**src/hw/ctx_pkg.sv**
```systemverilog
// Purpose: shared constants for the execution-context unit
// Assumes: 32-bit status word, one core clock
// Notes: high-half bit layout is a local choice
package ctx_pkg;
  // status word low half
  localparam int FLAG_C = 0;
  localparam int FLAG_Z = 1;
  localparam int FLAG_N = 2;
  localparam int FLAG_V = 3;
  localparam int FLAG_Q = 4;
  localparam int FLAG_L = 5;
  localparam int FLAG_T = 14;
  localparam int FLAG_R = 15;
  localparam logic [15:0] LOW_WMASK = 16'hC03F;
  localparam logic [15:0] LOW_RESET = 16'h0000;
  // status word high half
  localparam int MODE_LSB = 22;
  localparam int MODE_W = 3;
  localparam int MASK_LSB = 17;
  localparam int DEBUG_BIT = 27;
  localparam int SECURE_BIT = 31;
  localparam int GLOBAL_MASK_BIT = 16;
  localparam logic [31:0] HIGH_WMASK = 32'h001F0000;
  // system register offsets (byte addresses)
  localparam logic [9:0] OFF_STATUS = 10'h000;
  localparam logic [9:0] OFF_SEC_SYSTEM_STACK_POINTER = 10'h1B0;
  localparam logic [9:0] OFF_SEC_APPLICATION_STACK_POINTER = 10'h1B4;
  // event codes
  localparam logic [2:0] EV_NONE = 3'h0;
  localparam logic [2:0] EV_NMI = 3'h1;
  localparam logic [2:0] EV_EXC = 3'h2;
  localparam logic [2:0] EV_INTERRUPT_LEVEL_THREE = 3'h3;
  localparam logic [2:0] EV_INT2 = 3'h4;
  localparam logic [2:0] EV_INT1 = 3'h5;
  localparam logic [2:0] EV_INTERRUPT_LEVEL_ZERO = 3'h6;
  localparam logic [2:0] RANK_NONE = 3'h7;
  // mode encodings in the status word
  typedef enum logic [2:0] {
    MODE_APP = 3'h0,
    MODE_SUP = 3'h1,
    MODE_INTERRUPT_LEVEL_ZERO = 3'h2,
    MODE_INT1 = 3'h3,
    MODE_INT2 = 3'h4,
    MODE_INTERRUPT_LEVEL_THREE = 3'h5,
    MODE_EXC = 3'h6,
    MODE_NMI = 3'h7
  } mode_e;
  // sequencer states
  typedef enum logic [2:0] {
    ST_RUN = 3'b001,
    ST_PUSH = 3'b010,
    ST_POP = 3'b100
  } seq_e;
  // stack frame words on interrupt entry: r8..r12, status, return address
  localparam logic [2:0] FRAME_INT = 3'h7;
  localparam logic [2:0] FRAME_EXC = 3'h2;
endpackage

```
**src/hw/ctx_rank.sv**
```systemverilog
// Purpose: fixed priority pick among pending events
// Assumes: request bit 0 nmi, 1 exception, 2..5 interrupt levels 3..0
// Notes: purely combinational
`timescale 1ns/1ps
module ctx_rank (
  // requests
  input wire logic [5:0] req_in,
  input wire logic [3:0] mask_in,
  // result
  output logic [2:0] rank_out
);
  import ctx_pkg::*;
  logic [5:0] eff;
  always_comb begin
    eff = req_in & {~mask_in[0], ~mask_in[1], ~mask_in[2], ~mask_in[3],
                    2'b11};
    rank_out = RANK_NONE;
    for (int i = 5; i >= 0; i--) begin
      if (eff[i]) begin
        rank_out = 3'(i + 1);
      end
    end
  end
endmodule // ctx_rank

```
**src/hw/ctx_unit.sv**
```systemverilog
// Purpose: execution mode, status word and stack context control
// Assumes: core drives system-register move strobes and stack port
// Notes: frame words leave on a push port, one per cycle
`timescale 1ns/1ps
module ctx_unit (
  // clock and reset
  input wire logic CLK_SYS_IN,
  input wire logic SYS_RST_IN,
  // event requests
  input wire logic NMI_REQ_IN,
  input wire logic EXC_REQ_IN,
  input wire logic [3:0] IRQ_LEVEL_IN,
  input wire logic [31:0] RETURN_ADDR_IN,
  input wire logic [31:0] HANDLER_SP_IN,
  // instruction controls
  input wire logic RETURN_EVENT_IN,
  input wire logic DEBUG_ENTER_IN,
  input wire logic DEBUG_RETURN_IN,
  input wire logic PRIV_INSN_IN,
  input wire logic SECURE_ACCESS_IN,
  input wire logic SECURE_ENTER_IN,
  input wire logic SECURE_EXIT_IN,
  // system register moves
  input wire logic SR_WRITE_IN,
  input wire logic SR_READ_IN,
  input wire logic [9:0] SR_ADDR_IN,
  input wire logic [31:0] SR_WDATA_IN,
  // flag update from the alu
  input wire logic FLAG_WE_IN,
  input wire logic [4:0] FLAG_IN,
  // stack frame data
  input wire logic [31:0] GPR_WORD_IN,
  input wire logic [31:0] POP_WORD_IN,
  // outputs
  output logic [31:0] STATUS_WORD_OUT,
  output logic [31:0] SR_RDATA_OUT,
  output logic PRIV_FAULT_OUT,
  output logic SECURE_FAULT_OUT,
  output logic PUSH_VALID_OUT,
  output logic [31:0] PUSH_WORD_OUT,
  output logic POP_REQ_OUT,
  output logic [2:0] FRAME_IDX_OUT,
  output logic [31:0] ACTIVE_SP_OUT,
  output logic BUSY_OUT
);
  import ctx_pkg::*;

  // ------------------------------------------------------------
  // state
  // ------------------------------------------------------------
  logic [31:0] sr_q, sr_d;
  logic [31:0] application_stack_pointer_q, application_stack_pointer_d, system_stack_pointer_q, system_stack_pointer_d, secure_stack_pointer_q, secure_stack_pointer_d;
  logic [31:0] rdata_q, rdata_d, push_q, push_d;
  logic priv_f_q, priv_f_d, sec_f_q, sec_f_d;
  logic push_v_q, push_v_d, pop_q, pop_d;
  logic [2:0] idx_q, idx_d, len_q, len_d;
  logic [31:0] saved_sr_q, saved_sr_d;
  seq_e st_q, st_d;
  logic [2:0] rank, cur_rank;
  logic [2:0] mode;
  logic privileged, in_debug, in_secure, take;
  logic [5:0] reqs;

  assign reqs = {IRQ_LEVEL_IN[0], IRQ_LEVEL_IN[1], IRQ_LEVEL_IN[2],
                 IRQ_LEVEL_IN[3], EXC_REQ_IN, NMI_REQ_IN};
  assign mode = sr_q[MODE_LSB +: MODE_W];
  assign in_debug = sr_q[DEBUG_BIT];
  assign in_secure = sr_q[SECURE_BIT];
  assign privileged = (mode != MODE_APP) || in_debug;

  ctx_rank u_rank (
    .req_in(reqs),
    .mask_in(sr_q[MASK_LSB +: 4]),
    .rank_out(rank)
  );

  // rank of the mode now running; supervisor and application have none
  always_comb begin
    unique case (mode)
      MODE_NMI: cur_rank = EV_NMI;
      MODE_EXC: cur_rank = EV_EXC;
      MODE_INTERRUPT_LEVEL_THREE: cur_rank = EV_INTERRUPT_LEVEL_THREE;
      MODE_INT2: cur_rank = EV_INT2;
      MODE_INT1: cur_rank = EV_INT1;
      MODE_INTERRUPT_LEVEL_ZERO: cur_rank = EV_INTERRUPT_LEVEL_ZERO;
      default: cur_rank = RANK_NONE;
    endcase
  end
  // lower rank number wins; equal rank never preempts
  assign take = (st_q == ST_RUN) && (rank < cur_rank);

  function automatic logic [2:0] rank_mode(input logic [2:0] r);
    unique case (r)
      EV_NMI: rank_mode = MODE_NMI;
      EV_EXC: rank_mode = MODE_EXC;
      EV_INTERRUPT_LEVEL_THREE: rank_mode = MODE_INTERRUPT_LEVEL_THREE;
      EV_INT2: rank_mode = MODE_INT2;
      EV_INT1: rank_mode = MODE_INT1;
      default: rank_mode = MODE_INTERRUPT_LEVEL_ZERO;
    endcase
  endfunction

  // ------------------------------------------------------------
  // next state
  // ------------------------------------------------------------
  always_comb begin
    sr_d = sr_q;
    application_stack_pointer_d = application_stack_pointer_q;
    system_stack_pointer_d = system_stack_pointer_q;
    secure_stack_pointer_d = secure_stack_pointer_q;
    rdata_d = rdata_q;
    push_d = push_q;
    push_v_d = 1'b0;
    pop_d = 1'b0;
    priv_f_d = 1'b0;
    sec_f_d = 1'b0;
    idx_d = idx_q;
    len_d = len_q;
    saved_sr_d = saved_sr_q;
    st_d = st_q;
    if (FLAG_WE_IN) begin
      sr_d[4:0] = FLAG_IN;
    end
    unique case (st_q)
      ST_RUN: begin
        if (take) begin
          saved_sr_d = sr_q;
          sr_d[MODE_LSB +: MODE_W] = rank_mode(rank);
          sr_d[GLOBAL_MASK_BIT] = 1'b1;
          // interrupt levels save the full frame, nmi and exceptions only status+return
          len_d = (rank >= EV_INTERRUPT_LEVEL_THREE) ? FRAME_INT : FRAME_EXC;
          idx_d = 3'h0;
          st_d = ST_PUSH;
        end else if (RETURN_EVENT_IN && privileged) begin
          len_d = (mode == MODE_EXC || mode == MODE_NMI) ? FRAME_EXC
                                                         : FRAME_INT;
          idx_d = 3'h0;
          st_d = ST_POP;
        end else if (DEBUG_ENTER_IN && !in_debug) begin
          sr_d[DEBUG_BIT] = 1'b1;
          sr_d[MASK_LSB +: 4] = 4'hF;
        end else if (DEBUG_RETURN_IN && in_debug) begin
          sr_d[DEBUG_BIT] = 1'b0;
        end else if (SECURE_ENTER_IN) begin
          sr_d[SECURE_BIT] = 1'b1;
        end else if (SECURE_EXIT_IN && in_secure) begin
          sr_d[SECURE_BIT] = 1'b0;
        end
        if (PRIV_INSN_IN && !privileged) begin
          priv_f_d = 1'b1;
        end
        if (SECURE_ACCESS_IN && !in_secure) begin
          sec_f_d = 1'b1;
        end
        if ((SR_WRITE_IN || SR_READ_IN) && !take) begin
          if (!privileged) begin
            priv_f_d = 1'b1;
          end else if (SR_ADDR_IN == OFF_STATUS) begin
            if (SR_WRITE_IN) begin
              sr_d[15:0] = SR_WDATA_IN[15:0] & LOW_WMASK;
              // writing the mode field is a software mode change
              sr_d[MODE_LSB +: MODE_W] = SR_WDATA_IN[MODE_LSB +: MODE_W];
              sr_d = (sr_d & ~HIGH_WMASK) | (SR_WDATA_IN & HIGH_WMASK);
            end
            rdata_d = sr_q;
          end else if (SR_ADDR_IN == OFF_SEC_SYSTEM_STACK_POINTER ||
                       SR_ADDR_IN == OFF_SEC_APPLICATION_STACK_POINTER) begin
            if (!in_secure && !in_debug) begin
              sec_f_d = 1'b1;
              rdata_d = 32'h00000000;
            end else begin
              if (SR_WRITE_IN) begin
                secure_stack_pointer_d = SR_WDATA_IN;
              end
              rdata_d = secure_stack_pointer_q;
            end
          end else begin
            rdata_d = 32'h00000000;
          end
        end
      end
      ST_PUSH: begin
        push_v_d = 1'b1;
        if (idx_q == len_q - 3'h2) begin
          push_d = saved_sr_q;
        end else if (idx_q == len_q - 3'h1) begin
          push_d = RETURN_ADDR_IN;
        end else begin
          push_d = GPR_WORD_IN;
        end
        system_stack_pointer_d = HANDLER_SP_IN;
        idx_d = idx_q + 3'h1;
        if (idx_q == len_q - 3'h1) begin
          st_d = ST_RUN;
        end
      end
      ST_POP: begin
        pop_d = 1'b1;
        // the status word is restored from the frame
        if (idx_q == len_q - 3'h2) begin
          sr_d = POP_WORD_IN;
          // a frame pop must not enter or leave debug state
          sr_d[DEBUG_BIT] = sr_q[DEBUG_BIT];
        end
        idx_d = idx_q + 3'h1;
        if (idx_q == len_q - 3'h1) begin
          st_d = ST_RUN;
        end
      end
      default: st_d = ST_RUN;
    endcase
  end

  // ------------------------------------------------------------
  // registers
  // ------------------------------------------------------------
  always_ff @(posedge CLK_SYS_IN) begin
    if (SYS_RST_IN) begin
      sr_q <= {16'h0000, LOW_RESET};
      sr_q[MODE_LSB +: MODE_W] <= MODE_SUP;
      application_stack_pointer_q <= 32'h00000000;
      system_stack_pointer_q <= 32'h00000000;
      secure_stack_pointer_q <= 32'h00000000;
      rdata_q <= 32'h00000000;
      push_q <= 32'h00000000;
      push_v_q <= 1'b0;
      pop_q <= 1'b0;
      priv_f_q <= 1'b0;
      sec_f_q <= 1'b0;
      idx_q <= 3'h0;
      len_q <= 3'h0;
      saved_sr_q <= 32'h00000000;
      st_q <= ST_RUN;
    end else begin
      sr_q <= sr_d;
      application_stack_pointer_q <= application_stack_pointer_d;
      system_stack_pointer_q <= system_stack_pointer_d;
      secure_stack_pointer_q <= secure_stack_pointer_d;
      rdata_q <= rdata_d;
      push_q <= push_d;
      push_v_q <= push_v_d;
      pop_q <= pop_d;
      priv_f_q <= priv_f_d;
      sec_f_q <= sec_f_d;
      idx_q <= idx_d;
      len_q <= len_d;
      saved_sr_q <= saved_sr_d;
      st_q <= st_d;
    end
  end

  logic [31:0] sp_out_q;
  logic [2:0] idx_out_q;
  logic busy_q;
  always_ff @(posedge CLK_SYS_IN) begin
    if (SYS_RST_IN) begin
      sp_out_q <= 32'h00000000;
      idx_out_q <= 3'h0;
      busy_q <= 1'b0;
    end else begin
      // stack selection follows the mode after this edge
      sp_out_q <= sr_d[SECURE_BIT] ? secure_stack_pointer_d :
                  (sr_d[MODE_LSB +: MODE_W] == MODE_APP) ? application_stack_pointer_d
                                                         : system_stack_pointer_d;
      idx_out_q <= idx_q;
      busy_q <= (st_d != ST_RUN);
    end
  end

  assign STATUS_WORD_OUT = sr_q;
  assign SR_RDATA_OUT = rdata_q;
  assign PRIV_FAULT_OUT = priv_f_q;
  assign SECURE_FAULT_OUT = sec_f_q;
  assign PUSH_VALID_OUT = push_v_q;
  assign PUSH_WORD_OUT = push_q;
  assign POP_REQ_OUT = pop_q;
  assign FRAME_IDX_OUT = idx_out_q;
  assign ACTIVE_SP_OUT = sp_out_q;
  assign BUSY_OUT = busy_q;
endmodule // ctx_unit

```
**config.mk**
```make
export PLATFORM = sky130hd
export DESIGN_NAME = ctx_unit
export DESIGN_NICKNAME = d
export VERILOG_FILES = /design/src/hw/ctx_pkg.sv /design/src/hw/ctx_rank.sv /design/src/hw/ctx_unit.sv
export SDC_FILE = /design/constraint.sdc
export NUM_CORES = 1
export LEC_CHECK = 0
export BUFFER_PORTS_ARGS = -buffer_cell sky130_fd_sc_hd__buf_2
export CORE_MARGIN = 5
export CORE_UTILIZATION = 45
export CTS_CLUSTER_DIAMETER = 100
export DETAILED_ROUTE_END_ITERATION = 6
export GPL_TIMING_DRIVEN = 0
export PLACE_DENSITY = 0.8
export SLEW_MARGIN = 15
export SYNTH_ARGS = -nofsm -noshare
export SYNTH_HDL_FRONTEND = slang
export SYNTH_SLANG_ARGS = --single-unit
```
**constraint.sdc**
```tcl
create_clock -name CLK_SYS_IN -period 2.75 [get_ports CLK_SYS_IN]
set_clock_uncertainty 0.1 [all_clocks]
set_input_delay 0.4125 -clock CLK_SYS_IN [delete_from_list [all_inputs] [get_ports CLK_SYS_IN]]
set_output_delay 0.4125 -clock CLK_SYS_IN [all_outputs]
set_load 0.02 [all_outputs]
```
; ---- Word-level counts from Yosys, hierarchy flattened
; Cells that the tools add are included.
[op_classes]
n_reduce_logical = 32
n_mul = 0
bitwise = 8
muxes = 69
n_shift = 0
magnitude_cmp = 2
add_sub_neg = 3
eq_ne = 25
n_div = 0
[op_table]
columns = operator, count
row1 = $mux 32, 20
row2 = $pmux 32 s2, 1
row3 = $mux 3, 13
row4 = $or 32x21->32, 1
row5 = $mux 1, 25
row6 = $eq 3x3->1 const B, 7
row7 = $eq 10x9->1 const B, 2
row8 = $pmux 3 s6, 1
row9 = $eq 3x2->1 const B, 5
row10 = $pmux 3 s5, 1
row11 = $mux 4, 3
row12 = $pmux 3 s2, 2
row13 = $logic_not 10->1, 1
row14 = $reduce_and 2->1, 5
row15 = $logic_and 1x1->1, 9
row16 = $and 6x6->6, 1
row17 = $eq 3x1->1 const B, 2
row18 = $eq 3x3->1, 2
row19 = $ne 2x2->1 const B, 3
row20 = $not 1->1, 6
row21 = $reduce_and 6->1, 1
row22 = $reduce_bool 2->1, 3
row23 = $mux 5, 1
row24 = $logic_not 1->1, 4
row25 = other kinds (14), 20
[word_totals]
romBits = 0
wordCells = 158
latchBits = 0
out_inout_bits = 136
n_memories = 0
mem_bits_rw = 0
inputBits = 193
ff_bits = 241

; ---- Depth between registers and ports, before layout
[depth]
ltp_word = 21
mapped_depth = 14
depth_no_buf = 11

; ---- Modules after synthesis
; A second synthesis with hierarchy kept.
[hier_totals]
hier_cells = 1180
hier_area_um2 = 10408.7
[modules_own_cells]
columns = module, cells_each, seq_area_each_um2, instances, area_per_inst_um2
row1 = ctx_unit, 1168, 4804.6, 1, 10328.7
row2 = ctx_rank, 12, 0.0, 1, 80.1

; ---- Least setup slack after synthesis
; OpenSTA, ideal clock, no wires.
[synth_timing]
path_type = reg-to-reg
start = register sr_q[23], in the netlist STATUS_WORD_OUT[23]
end = register sp_out_q[10], in the netlist ACTIVE_SP_OUT[10]
stages_incl_launch_ff = 13
arrival_ps = 2891
required_ps = 2579
setup_slack_ps = -312
setup_time_ps = 71
n_path_buf = 2
period_less_slack_ps = 3062
path_cell_list = dfxtp_1 > clkbuf_1 > nor2_1 > nor2b_1 > ha_1 > a211oi_1 > o21ai_0 > a21oi_1 > o21ai_1 > o221a_2 > a31oi_4 > buf_4 > o2bb2ai_1
[synth_via]
elab_chain_cells = 13
elab_cells_between_ends = 31
cone_classes = 1 x order compare / 6 x eq/ne / 16 x mux / 1 x bitwise / 7 x reduce/logical
[synth_lines]
columns = item, line
row1 = start: declaration, ctx_unit.sv:51  ; logic [31:0] sr_q, sr_d;
row2 = start signal: assignment, ctx_unit.sv:219  ; sr_q <= {16'h0000, LOW_RESET};
row3 = start signal: assignment, ctx_unit.sv:235  ; sr_q <= sr_d;
row4 = "$eq 3x2->1, or another cell as far along", ctx_unit.sv:79  ; unique case (mode)
row5 = $pmux 3 s6 or $logic_or 1x1->1 (tied branches), "ctx_unit.sv:79, ctx_unit.sv:69"
row6 = $lt 3x3->1 or $logic_and 1x1->1 (tied branches), "ctx_unit.sv:90, ctx_unit.sv:134"
row7 = $logic_and 1x1->1 or $mux 1 (tied branches), "ctx_unit.sv:90, ctx_unit.sv:134"
row8 = $mux 3 or $mux 1 (tied branches), ctx_unit.sv:126  ; if (take) begin
row9 = $mux 32 or $mux 1 (tied branches), "ctx_unit.sv:159, ctx_unit.sv:124"
row10 = $mux 32 or $or 32x21->32 (tied branches), "ctx_unit.sv:158, ctx_unit.sv:163"
row11 = $mux 32 (on tied branches), "ctx_unit.sv:156, ctx_unit.sv:159"
row12 = $mux 32 (on tied branches), "ctx_unit.sv:155, ctx_unit.sv:158"
row13 = $pmux 32 s2 or $mux 32 (tied branches), "ctx_unit.sv:124, ctx_unit.sv:156"
row14 = $logic_not 3->1 or $mux 32 (tied branches), "ctx_unit.sv:263, ctx_unit.sv:155"
row15 = $mux 32 or $pmux 32 s2 (tied branches), "ctx_unit.sv:263, ctx_unit.sv:124"
row16 = $mux 32 (*), ctx_unit.sv:262  ; sp_out_q <= sr_d[SECURE_BIT] ? secure_stack_pointer_d :
row17 = end signal: assignment, ctx_unit.sv:262
row18 = end: declaration, ctx_unit.sv:252  ; logic [31:0] sp_out_q;
; Every way passes the cells marked *; elsewhere a longest branch is shown, timed or not. The select of a mux whose other input is x is not followed.
; A chain may end at the register's enable or synchronous reset.

; ---- Worst setup path after layout
[layout_timing]
start = register sr_q[18], in the netlist STATUS_WORD_OUT[18]
end = register sp_out_q[20], in the netlist ACTIVE_SP_OUT[20]
[layout_via]
elab_chain_cells = 18
elab_cells_between_ends = 31
cone_classes = 1 x order compare / 5 x eq/ne / 18 x mux / 3 x bitwise / 4 x reduce/logical
[layout_lines]
columns = item, line
row1 = $not 1->1 (*), ctx_rank.sv:15  ; eff = req_in & {~mask_in[0], ~mask_in[1], ~mask_in[2], ~mask_in[3],
row2 = $and 6x6->6 (*), ctx_rank.sv:15
row3 = $mux 2 (*) (2 in a row), ctx_rank.sv:19  ; if (eff[i]) begin
row4 = $mux 3 (*) (3 in a row), ctx_rank.sv:19
row5 = "$eq 3x3->1, or another cell as far along", ctx_unit.sv:93  ; unique case (r)
row6 = $pmux 3 s5 or $logic_and 1x1->1 (tied branches), "ctx_unit.sv:93, ctx_unit.sv:90"
row7 = $mux 3 or $mux 1 (tied branches), ctx_unit.sv:126
row8 = $mux 32 or $mux 1 (tied branches), "ctx_unit.sv:159, ctx_unit.sv:124"
row9 = $mux 32 or $or 32x21->32 (tied branches), "ctx_unit.sv:158, ctx_unit.sv:163"
row10 = $mux 32 (on tied branches), "ctx_unit.sv:156, ctx_unit.sv:159"
row11 = $mux 32 (on tied branches), "ctx_unit.sv:155, ctx_unit.sv:158"
row12 = $pmux 32 s2 or $mux 32 (tied branches), "ctx_unit.sv:124, ctx_unit.sv:156"
row13 = $logic_not 3->1 or $mux 32 (tied branches), "ctx_unit.sv:263, ctx_unit.sv:155"
row14 = $mux 32 or $pmux 32 s2 (tied branches), "ctx_unit.sv:263, ctx_unit.sv:124"
row15 = $mux 32 (*), ctx_unit.sv:262
; Marks and branches as above.

==> out/results.txt <==
Status - complete, but fails checks
Failing checks - setup timing
First-pass GRT wire length - 54,800 um
DR pass1 iterations - 5
Commonest cells post-synth - dfxtp_1 (240), nand2_1 (170), nor2_1 (155), a21oi_1 (144), clkbuf_1 (72)
Largest family of logic cells by synthesized area - compound AO/OA/AOI/OAI gates
CTS clk-pin slew, worst paths - 0.06 ns
Die Ht - 158 um
RSZ-0062 raised after global routing - true
Drt first-iter violations - 847
CTS root buf - clkbuf_16
Cell Area, Synth - 9830 sq um
Clock sink count - 240
Mapped Cells - 1,148
Total number of vias - 10,000
Drt wl/cell - 20.3 um
Port Buffers - 325
Synth area leaders - dfxtp_1 (49%), a21oi_1 (7.3%), mux2i_1 (7.2%)
Worst-Skew Late Latency - 0.53 ns
Slew Limit Fails - 0
Via density - 5.45
Cell taking the most area after synthesis - dfxtp_1
Seq cells post-synth - 240
Final Hold Violating Endpoints - 0
Relative slew slack - 35.8%
Asr flop ratio synth - 0%
DR DRC count - 0
Post-synthesis xor/xnor area fraction - 0.624%
Peak Freq - 0.358 GHz
Synth unique cells - 51
Global placement routability congestion - 0.908
Max H-tree Level - 1
Largest net degree at the start of global routing - 14
Post-detail-place hpwl - 28,000 um
Overall die width - 158 um
Dpl ws - -0.669 ns
Compound-Gate Fraction of Synth Area - 21.5%
Die area - 24,900 sq um
Top_reg_cell synth - dfxtp_1
Post-layout util - 63.7%
Nets - 1,726
Cts bufs inserted - 26
Mux share of post-synthesis cell area - 7.23%
Layout cells sized above 1 - 33.6%
Antenna viol nets, final - 0
Total congestion overflow - 0
Synth Area in Adders - 0.636%
Vias in the first global route - 9,898
Layout fillers - 1,819
Worst setup path class - flip-flop to flip-flop
Arrival @ worst endpoint - 3.09 ns
IR drop worst, VDD - 0.567 mV
Top cell type's share of synthesized area - 48.9%
Period utilisation layout - 102%
Register area share after synthesis - 48.9%
EDFF count, synth - 0
Yosys warns - 0
Final setup violation count - 13
CTS tree - yes
# Max-Cap Violations - 0
Leakage Power - 5.59 nW
Slew @ Worst Pin - 0.959 ns
Mean Syn Cell Area - 8.56 sq um
Hold crit path type - input pin to flip-flop
# IOs - 329
Worst EP required - 3.05 ns
Minimum clock period - 2.79 ns
Maximum fanout along the worst path - 5
Initial antenna violation count - 12
Pwr dens - 811 nW/um^2
Row cnt - 54
Area growth syn-to-layout - 40.5%
Top-count cell post-synth - dfxtp_1
Setup ws final - -0.0416 ns
Crit path capture type - flip-flop
Final Power - 11.2 mW
Setup crit start kind - flip-flop
Clock buffer depth - 3
Total track usage - 28.1%
Hold-fix buffers at CTS - 0
Synth Area in Simple Gates - 17.0%
Routed WL - 37,200 um
Core Area - 21,700 sq um
Post-synth net total - 1,346
Initial core utilization - 45.3%
==> sequential cells by signal, summed over array words and instances, names as in the netlist, 32 cells and up <==
signal                  count
secure_stack_pointer_q     32
STATUS_WORD_OUT            32
saved_sr_q                 32
system_stack_pointer_q     32
ACTIVE_SP_OUT              32
SR_RDATA_OUT               32
PUSH_WORD_OUT              32
==> cell type report <==
type	instances	area, sq um	area share, %
sequential	240	4830	34.9
tap	280	350	2.54
clock buffer	37	743	5.38
multi-input combinational	808	5340	38.6
buffer	83	443	3.21
clock inverter	10	80.1	0.580
inverter	6	22.5	0.163
antenna	11	27.5	0.199
timing repair buffer	363	1980	14.4
==> cell families (layout without fill, tap and decap cells) <==
kind of cell | count (synthesis) | after routing
other | 0 | 11
flip-flops | 240 | 240
XOR/XNOR | 7 | 7
adder cells (fa/ha/maj) | 5 | 5
multiplexers | 71 | 71
buffers and inverters | 100 | 499
AO/OA/AOI/OAI | 329 | 329
AND/OR/NAND/NOR | 396 | 396
==> worst paths after layout <==
| kind | startpoint | end | slack [ns] | cells past startpoint |
|---|---|---|---|---|
| max | STATUS_WORD_OUT[18]$_SDFFE_PP0P_ | ACTIVE_SP_OUT[20]$_SDFF_PP0_ | -0.04 | 14 |
| min reg2reg | saved_sr_q[29]$_SDFFE_PP0P_ | saved_sr_q[29]$_SDFFE_PP0P_ | 0.35 | 2 |
| min | POP_WORD_IN[10] | STATUS_WORD_OUT[10]$_SDFFE_PP0P_ | 0.02 | 3 |
| max reg2reg | STATUS_WORD_OUT[18]$_SDFFE_PP0P_ | ACTIVE_SP_OUT[20]$_SDFF_PP0_ | -0.04 | 14 |
==> worst max-delay path: stages, from the launching register on <==
cell and delay (ns):
dfxtp_4 0.36, nand2b_4 0.15, nand2b_4 0.07, a31oi_4 0.23
ha_4 0.17, a211oi_2 0.06, o21ai_2 0.09, a21oi_4 0.09
buf_6 0.15, nor4_4 0.38, nand3_4 0.18, buf_12 0.18
buf_12 0.14, mux2i_2 0.21, o2bb2ai_1 0.12
==> placed cells by master (no fill, tap or decap), types with 4 or more instances in the layout <==
master,instances
a22oi_1,32
buf_8,4
dfxtp_1,233
dfxtp_4,5
inv_1,4
nor2b_1,5
nand2b_1,5
mux2i_4,29
o21ai_0,17
nand4_1,4
nand2_1,168
buf_2,328
a211oi_1,69
a31oi_1,4
nor3_1,7
buf_4,29
nor2_1,152
clkbuf_2,5
a21oi_1,142
mux2i_1,40
buf_6,10
clkbuf_1,61
o2bb2ai_2,17
clkbuf_16,27
nand3_1,17
clkinv_2,7
buf_12,4
o2bb2ai_1,14
and3_1,5
diode_2,11
buf_1,6
o211ai_1,7
o22ai_1,4
clkbuf_4,5
==> routing by layer <==
metal	wire (um)	global-route usage, %	vias up
li1	-	-	4824
met1	14700	35.0	4631
met2	17900	47.9	469
met3	3370	6.48	79
met4	1180	9.42	8
met5	41	0	-
==> timing repair <==
| item | CTS | global route |
|---|---|---|
| gates resized for setup | 121 | 64 |
| gates cloned | 3 | 0 |
| setup buffers | 25 | 11 |
| endpoints found under the setup margin | 189 | 151 |
| pin swaps | 9 | 10 |
==> through the flow <==
stage	std cells	hold WS [ns]	TNS, ns	area [sq um]
after floorplan	1148	0.337	0	9890
after global placement	1753	0.343	-99.92	11900
after detailed placement	1753	0.347	-91.41	11900
after CTS	1820	0.00783	-0.0947	13500
after global routing	1836	0.0182	-3.20	13800
final	1838	0.0222	-0.241	13800
==> power by group <==
group / switching (mW) / internal (mW)
registers: 0.282 / 3.87
clock network: 1.42 / 1.97
logic: 2.35 / 1.31
total: 4.06 / 7.15
Power figures use the tool's default switching activity.
